<file path="src/ssu_pkg.sv">
// Constants, register layouts and helpers for the serial unit
package ssu_pkg;
  localparam logic [2:0] OFS_MODE = 3'h0;
  localparam logic [2:0] OFS_CTRL0 = 3'h1;
  localparam logic [2:0] OFS_CTRL1 = 3'h2;
  localparam logic [2:0] OFS_RATE = 3'h3;
  localparam logic [2:0] OFS_TXBUF = 3'h4;
  localparam logic [2:0] OFS_RXBUF = 3'h5;
  localparam logic [2:0] OFS_CLKPIN = 3'h6;
  localparam logic [2:0] OFS_STATUS = 3'h7;
  localparam logic [1:0] MODE_OFF = 2'h0;
  localparam logic [1:0] MODE_SYNC = 2'h1;
  localparam logic [1:0] MODE_ASYNC = 2'h2;
  localparam logic [1:0] CLKPIN_ALT = 2'h2;
  localparam logic [4:0] PRE_LAST_DIV1 = 5'h00;
  localparam logic [4:0] PRE_LAST_DIV8 = 5'h07;
  localparam logic [4:0] PRE_LAST_DIV32 = 5'h1f;
  localparam logic [3:0] OVS_LAST = 4'hf;
  localparam logic [3:0] OVS_MID = 4'h7;
  localparam logic [3:0] SYNC_LEN = 4'h8;
  localparam logic [3:0] SYNC_LAST = 4'h7;
  localparam logic [3:0] FULL_LEN = 4'h9;
  localparam logic [8:0] DUMMY_DATA = 9'h1ff;
  localparam logic [15:0] REG_RST = 16'h0000;
  localparam logic [7:0] RATE_RST = 8'h00;
  localparam int ST_OVR = 0;
  localparam int ST_FER = 1;
  localparam int ST_PER = 2;
  localparam int ST_SUM = 3;
  localparam int ST_RXFULL = 4;
  localparam int C1_TBEMPTY = 1;
  localparam int C1_TXDONE = 3;

  typedef struct packed {
    logic [5:0] rsvH; logic openDrain; logic parOdd; logic parEn; logic stop2;
    logic [1:0] lenSel; logic extClk; logic rsvL; logic [1:0] mode;
  } ssu_mode_t;
  typedef struct packed {
    logic [7:0] rsvH; logic msbFirst; logic clkPol; logic rsv5; logic hsDis;
    logic rsv3; logic hsFn; logic [1:0] preSel;
  } ssu_ctrl0_t;
  typedef struct packed {
    logic [8:0] rsvH; logic invData; logic contRx; logic txCause; logic rsv3;
    logic rxEn; logic rsv1; logic txEn;
  } ssu_ctrl1_t;
  typedef enum logic [2:0] {TX_IDLE, TX_START, TX_DATA, TX_PAR, TX_STOP} ssu_tx_state_t;
  typedef enum logic [2:0] {RX_IDLE, RX_START, RX_DATA, RX_PAR, RX_STOP} ssu_rx_state_t;

  function automatic logic [3:0] ssu_len(input logic [1:0] sel);
    return (sel == 2'h0) ? 4'h7 : (sel == 2'h1) ? 4'h8 : 4'h9;
  endfunction
  function automatic logic [4:0] ssu_pre_last(input logic [1:0] sel);
    return (sel == 2'h0) ? PRE_LAST_DIV1 : (sel == 2'h1) ? PRE_LAST_DIV8 : PRE_LAST_DIV32;
  endfunction
  function automatic logic [7:0] ssu_rev8(input logic [7:0] d);
    logic [7:0] r;
    for (int i = 0; i < 8; i++) r[i] = d[7 - i];
    return r;
  endfunction
  // Parity bit that completes the character for the chosen sense
  function automatic logic ssu_parity(input logic [8:0] d, input logic [3:0] len,
                                      input logic odd);
    return (^(d & (DUMMY_DATA >> (FULL_LEN - len)))) ^ odd;
  endfunction
  function automatic logic [8:0] ssu_align(input logic [8:0] sh, input logic [3:0] len);
    return sh >> (FULL_LEN - len);
  endfunction
endpackage

</file>
<file path="src/ssu_serial_unit.sv">
// Dual-mode serial unit: clock-synchronous and asynchronous engines with registers
// Function
// - Data output idles high, or floats when open-drain, until a transfer starts.
// - Synchronous receive needs transmit enable set; dummy data shift out after a re-arming read.
// - Synchronous clock pin is output on internal clock unless the alternate pin is selected, input on external clock.
// - Flow pin is port when disabled, else clear-to-send input or request-to-send output.
// - Clock polarity bit picks the shift and sample edges of the transfer clock.
// - Bit order bit picks LSB first or MSB first for both directions in synchronous mode; asynchronous frames always go LSB first.
// - Transfer clock may go out on the alternate pin, internal clock only.
// - In continuous receive, reading the receive buffer re-arms reception.
// - Data logic bit inverts data on buffer write and on buffer read.
// - Asynchronous frame has one start bit and 7, 8 or 9 data bits.
// - Optional odd or even parity, then one or two stop bits.
// - Internal bit rate is prescaled clock over 16 times rate value plus one.
// - External bit rate is pin clock over 16(n+1); not on third channel.
// - Transmit starts only with enable set, buffer full or synchronous re-arm pending, and clear-to-send low.
// - Reception starts only with receive enable set and a detected start bit.
// - Transmit request at buffer-to-shift move, or at shift completion.
// - Receive request when a character moves into the receive buffer.
// - Overrun flagged when a new character arrives before the buffer is read.
// - Framing error flagged when a stop bit is missing.
// - Parity error flagged when ones count disagrees with selected parity.
// - Error sum flag is set while any overrun, framing or parity error stands.
// - On overrun the buffer is overwritten and no receive request is raised.
`timescale 1ns/1ps
`default_nettype none
module ssu_serial_unit
  import ssu_pkg::*;
#(
  parameter bit HAS_ALT_CLK = 1'b1
) (
  // Clock and reset
  input wire logic mclk,
  input wire logic reset,
  // Register port
  input wire logic [2:0] regAddr,
  input wire logic [15:0] regWdata,
  input wire logic regWr,
  input wire logic regRd,
  output logic [15:0] regRdata,
  // Serial data pins
  input wire logic serialDataInPin,
  output logic serialDataOutPin,
  output logic serialDataOutOe,
  // Transfer clock pins
  input wire logic transferClockPinIn,
  output logic transferClockPinOut,
  output logic transferClockPinOe,
  output logic alternateClockOutPin,
  output logic alternateClockOutOe,
  // Flow-control pin
  input wire logic flowCtlIn,
  output logic flowCtlOut,
  output logic flowCtlOe,
  // Request pulses
  output logic txIrqPulse,
  output logic rxIrqPulse
);
  ssu_mode_t mode_q;
  ssu_ctrl0_t ctrl0_q;
  ssu_ctrl1_t ctrl1_q;
  logic [1:0] clkPin_q;
  logic [7:0] rate_q;
  logic [8:0] txBuf_q, rxBuf_q, txShift_q, rxShift_q;
  logic txBufEmpty_q, txDone_q, rxFull_q, ovr_q, fer_q, per_q, errSum_q, contArm_q;
  logic [4:0] preCnt_q;
  logic [7:0] rateCnt_q;
  logic clkPinPrev_q, sclk_q, txd_q, txPar_q, rxPrev_q, rxParBit_q, rxStopBad_q;
  ssu_tx_state_t txState_q;
  ssu_rx_state_t rxState_q;
  logic [3:0] txPh_q, txIdx_q, rxPh_q, rxIdx_q;
  logic [15:0] rdMux;
  logic [15:0] rdata_q;
  logic txdOut_q, txdOe_q, clkOut_q, clkOe_q, altOut_q, altOe_q, flowOut_q, flowOe_q;
  logic txIrq_q, rxIrq_q;

  // Address decode
  wire wrMode = regWr && (regAddr == OFS_MODE);
  wire wrCtrl0 = regWr && (regAddr == OFS_CTRL0);
  wire wrCtrl1 = regWr && (regAddr == OFS_CTRL1);
  wire wrRate = regWr && (regAddr == OFS_RATE);
  wire wrTx = regWr && (regAddr == OFS_TXBUF);
  wire wrClkPin = regWr && (regAddr == OFS_CLKPIN);
  wire wrStatus = regWr && (regAddr == OFS_STATUS);
  wire rdRx = regRd && (regAddr == OFS_RXBUF);

  // Mode and clock decode
  wire isSync = mode_q.mode == MODE_SYNC;
  wire isAsync = mode_q.mode == MODE_ASYNC;
  wire isOff = !isSync && !isAsync;
  wire intClk = !mode_q.extClk;
  wire [3:0] charLen = isSync ? SYNC_LEN : ssu_len(mode_q.lenSel);
  wire [3:0] charLast = 4'(charLen - 4'h1);
  wire preTick = preCnt_q == ssu_pre_last(ctrl0_q.preSel);
  wire extRise = !clkPinPrev_q && transferClockPinIn;
  // Async external clock feeds the rate divider directly; software keeps it off channel three
  wire srcTick = (isAsync && mode_q.extClk) ? extRise : preTick;
  wire rateTick = srcTick && (rateCnt_q == rate_q);

  // Synchronous clock edges: lead leaves idle level and shifts, trail returns and samples
  wire idleLvl = !ctrl0_q.clkPol;
  wire leadEv = isSync && (intClk ? (rateTick && sclk_q == idleLvl)
                : (clkPinPrev_q == idleLvl && transferClockPinIn != idleLvl));
  wire trailEv = isSync && (intClk ? (rateTick && sclk_q != idleLvl)
                 : (clkPinPrev_q != idleLvl && transferClockPinIn == idleLvl));

  // Transmit start qualification
  wire ctsOk = ctrl0_q.hsDis || ctrl0_q.hsFn || !flowCtlIn;
  wire extIdleOk = !(isSync && mode_q.extClk) || transferClockPinIn == idleLvl;
  wire haveData = !txBufEmpty_q || (isSync && contArm_q);
  wire startOk = !isOff && ctrl1_q.txEn && haveData && ctsOk && extIdleOk
                 && txState_q == TX_IDLE;
  wire [8:0] loadData = txBufEmpty_q ? DUMMY_DATA : txBuf_q;
  wire [7:0] syncLoad = ctrl0_q.msbFirst ? ssu_rev8(loadData[7:0]) : loadData[7:0];
  wire txLoadEv = startOk && !txBufEmpty_q;
  wire txLastStop = !(mode_q.stop2 && txIdx_q == 4'h0);
  wire txEndEv = (txState_q == TX_DATA && trailEv && txIdx_q == SYNC_LAST)
                 || (txState_q == TX_STOP && rateTick && txPh_q == OVS_LAST && txLastStop);

  // Receive delivery
  wire [8:0] syncShift = {serialDataInPin, rxShift_q[8:1]};
  wire syncRxDone = txState_q == TX_DATA && trailEv && txIdx_q == SYNC_LAST && ctrl1_q.rxEn;
  wire rxLastStop = !(mode_q.stop2 && rxIdx_q == 4'h0);
  wire asyncDone = rxState_q == RX_STOP && rateTick && rxPh_q == OVS_LAST && rxLastStop;
  wire deliverEv = syncRxDone || asyncDone;
  wire [8:0] rxRaw = ssu_align(isSync ? syncShift : rxShift_q, charLen);
  wire [8:0] rxChar = (isSync && ctrl0_q.msbFirst) ? {1'b0, ssu_rev8(rxRaw[7:0])} : rxRaw;
  wire ovrHit = deliverEv && rxFull_q && !rdRx;
  wire ovr_d = ovrHit || (ovr_q && !(wrStatus && regWdata[ST_OVR]));
  wire fer_d = (asyncDone && (rxStopBad_q || !serialDataInPin))
               || (fer_q && !(wrStatus && regWdata[ST_FER]));
  wire per_d = (asyncDone && mode_q.parEn
               && rxParBit_q != ssu_parity(rxChar, charLen, mode_q.parOdd))
               || (per_q && !(wrStatus && regWdata[ST_PER]));

  // Software registers; reserved bits are never stored
  always_ff @(posedge mclk) begin
    if (reset) begin
      mode_q <= REG_RST;
      ctrl0_q <= REG_RST;
      ctrl1_q <= REG_RST;
      clkPin_q <= 2'h0;
      rate_q <= RATE_RST;
    end else begin
      if (wrMode) mode_q <= regWdata & 16'h03fb;
      if (wrCtrl0) ctrl0_q <= regWdata & 16'h00d7;
      if (wrCtrl1) ctrl1_q <= regWdata & 16'h0075;
      if (wrClkPin) clkPin_q <= regWdata[5:4];
      if (wrRate) rate_q <= regWdata[7:0];
    end
  end

  // Transmit buffer; a write in the load cycle keeps the new data pending
  always_ff @(posedge mclk) begin
    if (reset) begin
      txBuf_q <= 9'h000;
      txBufEmpty_q <= 1'b1;
      contArm_q <= 1'b0;
    end else begin
      if (wrTx) txBuf_q <= ctrl1_q.invData ? ~regWdata[8:0] : regWdata[8:0];
      if (wrTx) txBufEmpty_q <= 1'b0;
      else if (txLoadEv) txBufEmpty_q <= 1'b1;
      if (rdRx && ctrl1_q.contRx && isSync) contArm_q <= 1'b1;
      else if (startOk) contArm_q <= 1'b0;
    end
  end

  // Prescaler, rate divider and pin history
  always_ff @(posedge mclk) begin
    if (reset) begin
      preCnt_q <= 5'h00;
      rateCnt_q <= 8'h00;
      clkPinPrev_q <= 1'b1;
      rxPrev_q <= 1'b1;
    end else begin
      preCnt_q <= preTick ? 5'h00 : 5'(preCnt_q + 5'h01);
      if (isOff) rateCnt_q <= 8'h00;
      else if (srcTick) rateCnt_q <= rateTick ? 8'h00 : 8'(rateCnt_q + 8'h01);
      clkPinPrev_q <= transferClockPinIn;
      rxPrev_q <= serialDataInPin;
    end
  end

  // Internal synchronous clock runs only during a transfer
  always_ff @(posedge mclk) begin
    if (reset) sclk_q <= 1'b1;
    else if (!(isSync && txState_q == TX_DATA)) sclk_q <= idleLvl;
    else if (rateTick && intClk) sclk_q <= !sclk_q;
  end

  // Transmit engine; synchronous mode uses the data state only
  always_ff @(posedge mclk) begin
    if (reset || isOff) begin
      txState_q <= TX_IDLE;
      txd_q <= 1'b1;
      txShift_q <= 9'h000;
      txPh_q <= 4'h0;
      txIdx_q <= 4'h0;
      txPar_q <= 1'b0;
    end else begin
      case (txState_q)
        TX_IDLE: begin
          txd_q <= 1'b1;
          txPh_q <= 4'h0;
          txIdx_q <= 4'h0;
          if (startOk) begin
            txPar_q <= ssu_parity(loadData, charLen, mode_q.parOdd);
            if (isSync) begin
              txShift_q <= {1'b0, syncLoad};
              txd_q <= syncLoad[0];
              txState_q <= TX_DATA;
            end else begin
              txShift_q <= loadData;
              txd_q <= 1'b0;
              txState_q <= TX_START;
            end
          end
        end
        TX_START: if (rateTick) begin
          txPh_q <= 4'(txPh_q + 4'h1);
          if (txPh_q == OVS_LAST) begin
            txd_q <= txShift_q[0];
            txState_q <= TX_DATA;
          end
        end
        TX_DATA: if (isSync) begin
          if (leadEv && txIdx_q != 4'h0) begin
            txShift_q <= txShift_q >> 1;
            txd_q <= txShift_q[1];
          end
          if (trailEv) begin
            txIdx_q <= 4'(txIdx_q + 4'h1);
            if (txIdx_q == SYNC_LAST) txState_q <= TX_IDLE;
          end
        end else if (rateTick) begin
          txPh_q <= 4'(txPh_q + 4'h1);
          if (txPh_q == OVS_LAST) begin
            if (txIdx_q == charLast) begin
              txIdx_q <= 4'h0;
              txd_q <= mode_q.parEn ? txPar_q : 1'b1;
              txState_q <= mode_q.parEn ? TX_PAR : TX_STOP;
            end else begin
              txShift_q <= txShift_q >> 1;
              txd_q <= txShift_q[1];
              txIdx_q <= 4'(txIdx_q + 4'h1);
            end
          end
        end
        TX_PAR: if (rateTick) begin
          txPh_q <= 4'(txPh_q + 4'h1);
          if (txPh_q == OVS_LAST) begin
            txd_q <= 1'b1;
            txState_q <= TX_STOP;
          end
        end
        TX_STOP: if (rateTick) begin
          txPh_q <= 4'(txPh_q + 4'h1);
          if (txPh_q == OVS_LAST) begin
            if (txLastStop) txState_q <= TX_IDLE;
            else txIdx_q <= 4'h1;
          end
        end
        default: txState_q <= TX_IDLE;
      endcase
    end
  end

  // Asynchronous receiver plus the synchronous sample shift
  always_ff @(posedge mclk) begin
    if (reset || !isAsync) begin
      rxState_q <= RX_IDLE;
      rxPh_q <= 4'h0;
      rxIdx_q <= 4'h0;
      rxParBit_q <= 1'b0;
      rxStopBad_q <= 1'b0;
      if (reset) rxShift_q <= 9'h000;
      else if (txState_q == TX_DATA && trailEv) rxShift_q <= syncShift;
    end else begin
      case (rxState_q)
        RX_IDLE: if (ctrl1_q.rxEn && rxPrev_q && !serialDataInPin) begin
          rxState_q <= RX_START;
          rxPh_q <= 4'h0;
          rxIdx_q <= 4'h0;
          rxStopBad_q <= 1'b0;
        end
        RX_START: if (rateTick) begin
          rxPh_q <= 4'(rxPh_q + 4'h1);
          if (rxPh_q == OVS_MID) begin
            rxPh_q <= 4'h0;
            rxState_q <= serialDataInPin ? RX_IDLE : RX_DATA;
          end
        end
        RX_DATA: if (rateTick) begin
          rxPh_q <= 4'(rxPh_q + 4'h1);
          if (rxPh_q == OVS_LAST) begin
            rxShift_q <= syncShift;
            rxIdx_q <= 4'(rxIdx_q + 4'h1);
            if (rxIdx_q == charLast) begin
              rxIdx_q <= 4'h0;
              rxState_q <= mode_q.parEn ? RX_PAR : RX_STOP;
            end
          end
        end
        RX_PAR: if (rateTick) begin
          rxPh_q <= 4'(rxPh_q + 4'h1);
          if (rxPh_q == OVS_LAST) begin
            rxParBit_q <= serialDataInPin;
            rxState_q <= RX_STOP;
          end
        end
        RX_STOP: if (rateTick) begin
          rxPh_q <= 4'(rxPh_q + 4'h1);
          if (rxPh_q == OVS_LAST) begin
            if (!serialDataInPin) rxStopBad_q <= 1'b1;
            if (rxLastStop) rxState_q <= RX_IDLE;
            else rxIdx_q <= 4'h1;
          end
        end
        default: rxState_q <= RX_IDLE;
      endcase
    end
  end

  // Receive buffer and flags; hardware sets win over software clears
  always_ff @(posedge mclk) begin
    if (reset) begin
      rxBuf_q <= 9'h000;
      rxFull_q <= 1'b0;
      {ovr_q, fer_q, per_q, errSum_q} <= 4'h0;
      rxIrq_q <= 1'b0;
      txIrq_q <= 1'b0;
      txDone_q <= 1'b1;
    end else begin
      if (deliverEv) rxBuf_q <= rxChar;
      if (deliverEv) rxFull_q <= 1'b1;
      else if (rdRx) rxFull_q <= 1'b0;
      ovr_q <= ovr_d;
      fer_q <= fer_d;
      per_q <= per_d;
      errSum_q <= ovr_d || fer_d || per_d;
      rxIrq_q <= deliverEv && !ovrHit;
      txIrq_q <= ctrl1_q.txCause ? txEndEv : txLoadEv;
      if (txEndEv) txDone_q <= 1'b1;
      else if (startOk) txDone_q <= 1'b0;
    end
  end

  // Read mux; unmapped and write-only offsets read zero
  always_comb begin
    if (regAddr == OFS_MODE) rdMux = mode_q;
    else if (regAddr == OFS_CTRL0) rdMux = ctrl0_q;
    else if (regAddr == OFS_CTRL1)
      rdMux = ctrl1_q | ({15'h0, txBufEmpty_q} << C1_TBEMPTY) | ({15'h0, txDone_q} << C1_TXDONE);
    else if (regAddr == OFS_RATE) rdMux = {8'h00, rate_q};
    else if (regAddr == OFS_RXBUF) rdMux = {7'h00, ctrl1_q.invData ? ~rxBuf_q : rxBuf_q};
    else if (regAddr == OFS_CLKPIN) rdMux = {10'h000, clkPin_q, 4'h0};
    else if (regAddr == OFS_STATUS) rdMux = {11'h000, rxFull_q, errSum_q, per_q, fer_q, ovr_q};
    else rdMux = 16'h0000;
  end

  // Pin drivers, all registered
  wire useAlt = HAS_ALT_CLK && clkPin_q == CLKPIN_ALT;
  always_ff @(posedge mclk) begin
    if (reset) begin
      rdata_q <= 16'h0000;
      {txdOut_q, txdOe_q, clkOut_q, clkOe_q} <= 4'ha; // Clock pin out rests at its idle high
      {altOut_q, altOe_q, flowOut_q, flowOe_q} <= 4'ha;
    end else begin
      rdata_q <= regRd ? rdMux : 16'h0000;
      txdOut_q <= txd_q;
      txdOe_q <= !isOff && (!mode_q.openDrain || !txd_q);
      clkOut_q <= sclk_q;
      clkOe_q <= isSync && intClk && !useAlt;
      altOut_q <= sclk_q;
      altOe_q <= isSync && intClk && useAlt;
      flowOut_q <= !(ctrl1_q.rxEn && !rxFull_q);
      flowOe_q <= !ctrl0_q.hsDis && ctrl0_q.hsFn;
    end
  end

  assign regRdata = rdata_q;
  assign serialDataOutPin = txdOut_q;
  assign serialDataOutOe = txdOe_q;
  assign transferClockPinOut = clkOut_q;
  assign transferClockPinOe = clkOe_q;
  assign alternateClockOutPin = altOut_q;
  assign alternateClockOutOe = altOe_q;
  assign flowCtlOut = flowOut_q;
  assign flowCtlOe = flowOe_q;
  assign txIrqPulse = txIrq_q;
  assign rxIrqPulse = rxIrq_q;
endmodule // ssu_serial_unit
`default_nettype wire

</file>
<file path="config.mk">
export PLATFORM = sky130hd
export DESIGN_NAME = ssu_serial_unit
export DESIGN_NICKNAME = d
export VERILOG_FILES = /design/src/ssu_pkg.sv /design/src/ssu_serial_unit.sv
export SDC_FILE = /design/constraint.sdc
export NUM_CORES = 1
export LEC_CHECK = 0
export ABC_AREA = 1
export ABC_CLOCK_PERIOD_IN_PS = 3350
export BUFFER_PORTS_ARGS = -buffer_cell sky130_fd_sc_hd__buf_2
export CORE_UTILIZATION = 55
export DETAILED_ROUTE_END_ITERATION = 10
export MAX_ROUTING_LAYER = met4
export PLACE_DENSITY = 0.74
export SYNTH_ARGS = -nofsm -noshare
export SYNTH_HDL_FRONTEND = slang
export SYNTH_SLANG_ARGS = --single-unit
export TNS_END_PERCENT = 30
</file>
<file path="constraint.sdc">
create_clock -name mclk -period 3.35 [get_ports mclk]
set_clock_uncertainty 0.1 [all_clocks]
set_input_delay 0.67 -clock mclk [delete_from_list [all_inputs] [get_ports mclk]]
set_output_delay 0.67 -clock mclk [all_outputs]
set_load 0.005 [all_outputs]
</file>
; ---- Word level (Yosys, flattened, before mapping)
; Cells that the tools add are included.
[totals]
mem_count = 0
rom_bits = 0
wordCells = 407
latchBits = 0
ram_bits = 0
reg_bits = 141
output_inout_bits = 26
in_bits = 26
[classes]
muxes = 117
n_mul = 0
add_sub_neg = 8
reduce_logical = 145
n_lt_le_gt_ge = 0
div_mod_pow = 0
bitwise = 9
shift = 2
eq_ne = 68
[op_table]
columns = cell, n
row1 = 9-bit two-way mux, 22
row2 = 4-bit two-way mux, 22
row3 = 3-bit two-way mux, 26
row4 = 1-bit logical AND, 63
row5 = 4-bit one-hot mux with 3 select lines, 4
row6 = "2-bit inequality test, second input constant", 21
row7 = 3-bit one-hot mux with 5 select lines, 2
row8 = 1-bit two-way mux, 29
row9 = 1-bit logical NOT, 24
row10 = 9-bit bitwise AND, 2
row11 = "3-bit by 2-bit == test with 1-bit output, second input constant", 6
row12 = "3-bit == test, second input constant", 6
row13 = 9-bit NOT, 2
row14 = 9-bit one-hot mux with 2 select lines, 1
row15 = 9-bit XOR reduction, 2
row16 = "4-bit by 1-bit adder with 4-bit output, second input constant", 4
row17 = 8-bit two-way mux, 2
row18 = 2-bit nonzero test, 8
row19 = 1-bit logical OR, 15
row20 = 5-bit two-way mux, 3
row21 = "3-bit by 2-bit inequality test with 1-bit output, second input constant", 5
row22 = 7-bit AND reduction, 2
row23 = 13-bit AND reduction, 1
row24 = 3-bit nonzero test, 4
row25 = 41 further kinds, 73

; ---- Logic depth before layout (Yosys ltp)
[logic_depth]
word_depth = 18
mapped_depth = 24
mapped_depth_nobuf = 22

; ---- Worst setup path before layout
; No wires, ideal clock.
[synth_path]
kind = input to register
from = input transferClockPinIn
to = register rxShift_q[0] (enable)
required_time_ns = 2.872
setup_ns = 0.378
arrival_time_ns = 2.110
path_stages = 8
path_slack_ns = 0.762
path_buffers = 0
path_cell_list = inv_1 -> o21bai_1 -> nand2_4 -> nor2_8 -> nand3_2 -> a21oi_1 -> nor3_1 -> a21oi_1
[synth_between]
elab_chain_len = 9
elab_cells_between_ends = 12
classes_between = 2 x eq/ne / 2 x mux / 8 x reduce/logical
[synth_rtl]
columns = item, line
row1 = "start, declared", ssu_serial_unit.sv:46  ; input wire logic transferClockPinIn,
row2 = 1-bit logical AND, ssu_serial_unit.sv:95  ; wire extRise = !clkPinPrev_q && transferClockPinIn;
row3 = 1-bit two-way mux, ssu_serial_unit.sv:97  ; wire srcTick = (isAsync && mode_q.extClk) ? extRise : preTick;
row4 = 1-bit logical AND, ssu_serial_unit.sv:98  ; wire rateTick = srcTick && (rateCnt_q == rate_q);
row5 = 1-bit logical AND, ssu_serial_unit.sv:104  ; wire trailEv = isSync && (intClk ? (rateTick && sclk_q != idleLvl)
row6 = 1-bit two-way mux, ssu_serial_unit.sv:104
row7 = 1-bit logical AND, ssu_serial_unit.sv:104
row8 = 1-bit logical AND, ssu_serial_unit.sv:277  ; else if (txState_q == TX_DATA && trailEv) rxShift_q <= syncShift;
row9 = 3-bit by 2-bit inequality test with 1-bit output (no line), --
row10 = 4-bit AND reduction (no line) (*), --
row11 = "end signal, assigned", ssu_serial_unit.sv:277
row12 = "end signal, assigned", ssu_serial_unit.sv:296  ; rxShift_q <= syncShift;
row13 = "end, declared", ssu_serial_unit.sv:64  ; logic [8:0] txBuf_q, rxBuf_q, txShift_q, rxShift_q;
; Every way passes the cells marked *; elsewhere a longest branch is shown, timed or not.
; A chain may end at the register's enable or synchronous reset.

; ---- Worst setup path after layout
[layout_path]
from = register mode_q[1] (netlist name)
to = register txState_q[1]
[layout_between]
elab_chain_len = 11
elab_cells_between_ends = 40
classes_between = 1 x add/sub / 12 x eq/ne / 7 x mux / 20 x reduce/logical
[layout_rtl]
columns = item, line
row1 = "start, declared", ssu_serial_unit.sv:59  ; ssu_mode_t mode_q;
row2 = "start signal, assigned", ssu_serial_unit.sv:145  ; if (wrMode) mode_q <= regWdata & 16'h03fb;
row3 = "parallel branches: the longest is 11 deep, another holds 4-bit by 1-bit subtractor with 4-bit output", --
row4 = "end signal, assigned", ssu_serial_unit.sv:241  ; txState_q <= mode_q.parEn ? TX_PAR : TX_STOP;
row5 = "end, declared", ssu_serial_unit.sv:69  ; ssu_tx_state_t txState_q;
; Several ways; the timed one is not identified. The select of a mux whose other input is x is not followed.

==> run_results.csv <==
group,metric,value,unit
outcome,status,"finished, final reports clean",
synthesis,synth_cell_types,60,
placed_design,numPortBuffers,39,
worst_setup_path,cp_common_cell,"nand2_1",
synthesis,yosysSeqAreaShare,0.3592,
worst_setup_path,rr_startpoint,"mode_q[1]",
cells_and_area,stdcell_area,8594,um^2
synthesis,synth_compound_area_frac,0.1719,
cells_and_area,final_cell_mix,"nand2_1, inv_1, dfxtp_1",
synthesis,netlist_area,7774,um^2
routing,wl_met1,9.161,mm
synthesis,yosysTopAreaCell,"dfxtp_1",
cells_and_area,area_delta_synth_final,10.56,%
sta,slew_headroom,0.5718,
floorplan,dieArea,14610,um^2
synthesis,synth_warnings,0,
pwr,vdd_ir_drop_max,0.3402,mV
placed_design,post_dp_cell_area,8028,um^2
clock_network,cts_setup_buffers,0,
clock_network,post_cts_resized,0,
clock_network,clk_pin_slew_worst_paths,0.06,ns
sta,tightest_slew,0.6405,ns
sta,hold_viol,0,
worst_setup_path,crit_chain,"inv_1, ha_1, inv_6, nand2_2, inv_1, ha_1, xnor2_1, nor3_1, nand2_1, nand2_1, o2111ai_1, nor2_1, nand2_1, nor2_2, nand2_2, o21ai_0, a21oi_1",
cells_and_area,nets,1167,
pwr,power,3.961,mW
synthesis,synth_flop_cell,"dfxtp_1",
global_route,grt_overflow,0,
clock_network,cts_made_buffers,17,
sta,grt_setup_unrepaired,"no",
routing,drt_pre_antenna_iters,9,
routing,vias,7247,
routing,route.detailed.drc,0,
routing,finalWirelength,20.33,mm
clock_network,cts_tree,"built",
synthesis,netlist_instances,1094,
global_route,grt_pass1_vias,6543,
worst_setup_path,cp_slowest_stage_delay,0.33,ns
global_route,antenna_found_initial,0,
synthesis,synth_edf_count,9,
synthesis,synthXorXnorAreaFrac,0.04957,
synthesis,syn_avg_cell_area,7.106,um^2
pwr,power_density,460.8,nW/um^2
worst_setup_path,cp_data_required_time,3.57,ns
cells_and_area,antenna_cells,0,
worst_hold_path,min_from,"clkPin_q[0]",
worst_hold_path,hp-class,"reg2reg",
sta,fin_ws,0.4075,ns
worst_setup_path,slowest_stage,"dfxtp_1",
worst_setup_path,critPathLaunchType,"flip-flop",
worst_hold_path,min_to,"alternateClockOutOe",
floorplan,rows,43,
clock_network,clock_latency,0.43,ns
clock_network,cts_root_buf,"clkbuf_16",
sta,slew_violations,0,
floorplan,die_y,120.9,um
worst_hold_path,holdPathStages,1,
placed_design,preCtsSetupSlack,0.4619,ns
sta,fmax,0.3398,GHz
synthesis,synthAdderAreaFrac,0.02253,
synthesis,synth-seq-cells,135,
sta,setup_violations,0,
worst_setup_path,r2r-end,"txState_q[1]",
synthesis,muxShareOfSynthArea,0,
cells_and_area,drive_above_1_share,0.1263,
clock_network,cts_sinks,135,
synthesis,synth_top_area_frac,0.3245,
routing,antenna_left,0,
synthesis,synth_area_leaders,"dfxtp_1, nand2_1, a21oi_1",
routing,top_layer,"met4",
global_route,grt_max_degree,60,
floorplan,io_pins,52,
synthesis,synth_top_family_by_area,"simple AND/OR/NAND/NOR gates",
synthesis,yosys.area_share.simple,0.2955,
routing,wire_per_inst,15.40,um
synthesis,asyncSetResetFlopFracSynth,0,
clock_network,cts_buffer_depth,2,
placed_design,place_hpwl,14.68,mm
global_route,grt_usage,0.2986,
placed_design,place.gp.congestion,0.9330,
floorplan,die-width,120.9,um
routing,wl_met2,9.182,mm
routing,vias_per_cell,5.490,
worst_setup_path,crit_path_max_fanout,13,
sta,finalSetupTns,0,ns
worst_setup_path,endpoint_kind,"flip-flop",
clock_network,htreeDepth,4,
sta,fin_crit,2.943,ns
pwr,cellLeakagePower,3.613,nW
worst_setup_path,crit_type,"reg2reg",
global_route,grt_first_pass_wirelength,32.66,mm
floorplan,core,13830,um^2
routing,first_iter_violations,667,
cells_and_area,layout_commonest_cell,"nand2_1",
worst_setup_path,reg2regPathDepth,17,
run,maxCapViolCount,0,
worst_setup_path,reg2reg_setup_slack,0.41,ns
worst_setup_path,cp_data_arrival_time,3.16,ns
sta,finalCritPeriodShare,0.8784,
routing,met3_length,1.337,mm
floorplan,start_util,0.5622,
clock_network,postCtsHoldBufs,0,
-- Yosys cell counts, drive strengths merged, types with 2 or more instances --
master,instances
a211oi,6
a21oi,99
a22oi,2
o31ai,2
buf,27
o2111ai,2
ha,14
xor2,33
nor3b,5
nand4,22
a31oi,5
nor3,24
o21ai,103
dfxtp,126
inv,134
or2,4
nand3,76
o211ai,4
a221oi,2
clkinv,2
xnor2,11
o22ai,10
clkbuf,14
edfxtp,9
nor2,106
nand2,240
-- critical path, delay by kind of cell, from the launching register on --
kind / cells / cell delay [ns]
xor gates and xnor gates: 1 / 0.14
DFF: 1 / 0.33
buffers and inverters: 3 / 0.31
adders and majority gates: 2 / 0.50
and+or+nand+nor: 8 / 1.12
AOI/OAI and AO/OA: 3 / 0.31
-- how the worst max path moves through the flow --
| stage | cells after the start | to | startpoint | slack [ns] |
|---|---|---|---|---|
| after CTS | 17 | txState_q[1] | mode_q[1] | 0.45 |
| after global placement | 16 | txState_q[1] | mode_q[5] | 0.50 |
| final | 17 | txState_q[1] | mode_q[1] | 0.41 |
| after global routing | 17 | txState_q[1] | mode_q[1] | 0.08 |
| after floorplan | 8 | rxShift_q[0] | transferClockPinIn | 0.76 |
| after detailed placement | 17 | txState_q[1] | mode_q[1] | 0.46 |
-- through the flow --
step                hold slack [ns]    util  instances
global placement             0.3150  0.5806       1288
floorplan                    0.2975       -       1099
finish                       0.3166  0.6216       1320
detailed placement           0.3129  0.5806       1288
global route                 0.3363  0.6216       1320
CTS                          0.3216  0.6216       1320
-- registers in the layout, indices dropped and copies added (netlist names), 5 cells and up --
register / count
ctrl0_q: 6
ctrl1_q: 5
mode_q: 9
preCnt_q: 5
rateCnt_q: 8
rate_q: 8
regRdata: 10
rxBuf_q: 9
rxShift_q: 9
txBuf_q: 9
txShift_q: 9
-- area by class of cell --
type,count,area (um^2)
Timing Repair Buffer,50,277.8
Clock inverter,12,120.1
Sequential cell,135,2793
Inverter,136,515.5
Clock buffer,20,446.7
Fill cell,1257,5233
Tap cell,180,225.2
Multi-Input combinational cell,787,4217
-- metal layers --
layer  GRT usage  vias to the layer above
met4      0.1443                        0
met2      0.4468                      238
met5           -                        -
met1      0.3845                     3285
li1            -                     3673
met3     0.06109                       51
-- report_power, final --
| part | internal, mW | switching (mW) | total (mW) |
|---|---|---|---|
| Combinational | 0.153 | 0.312 | 0.465 |
| Clock | 1.05 | 0.758 | 1.81 |
| Sequential | 1.66 | 0.0302 | 1.69 |
| Total | 2.86 | 1.10 | 3.96 |
-- cells by family (layout without fill, tap and decap cells) --
group	after synthesis	count (layout)
other	1	6
AND/OR/NAND/NOR	480	480
adder cells (fa/ha/maj)	14	14
flip-flops	135	135
buffers and inverters	177	218
AO/OA/AOI/OAI	243	243
XOR/XNOR	44	44
Power figures use the tool's default switching activity.
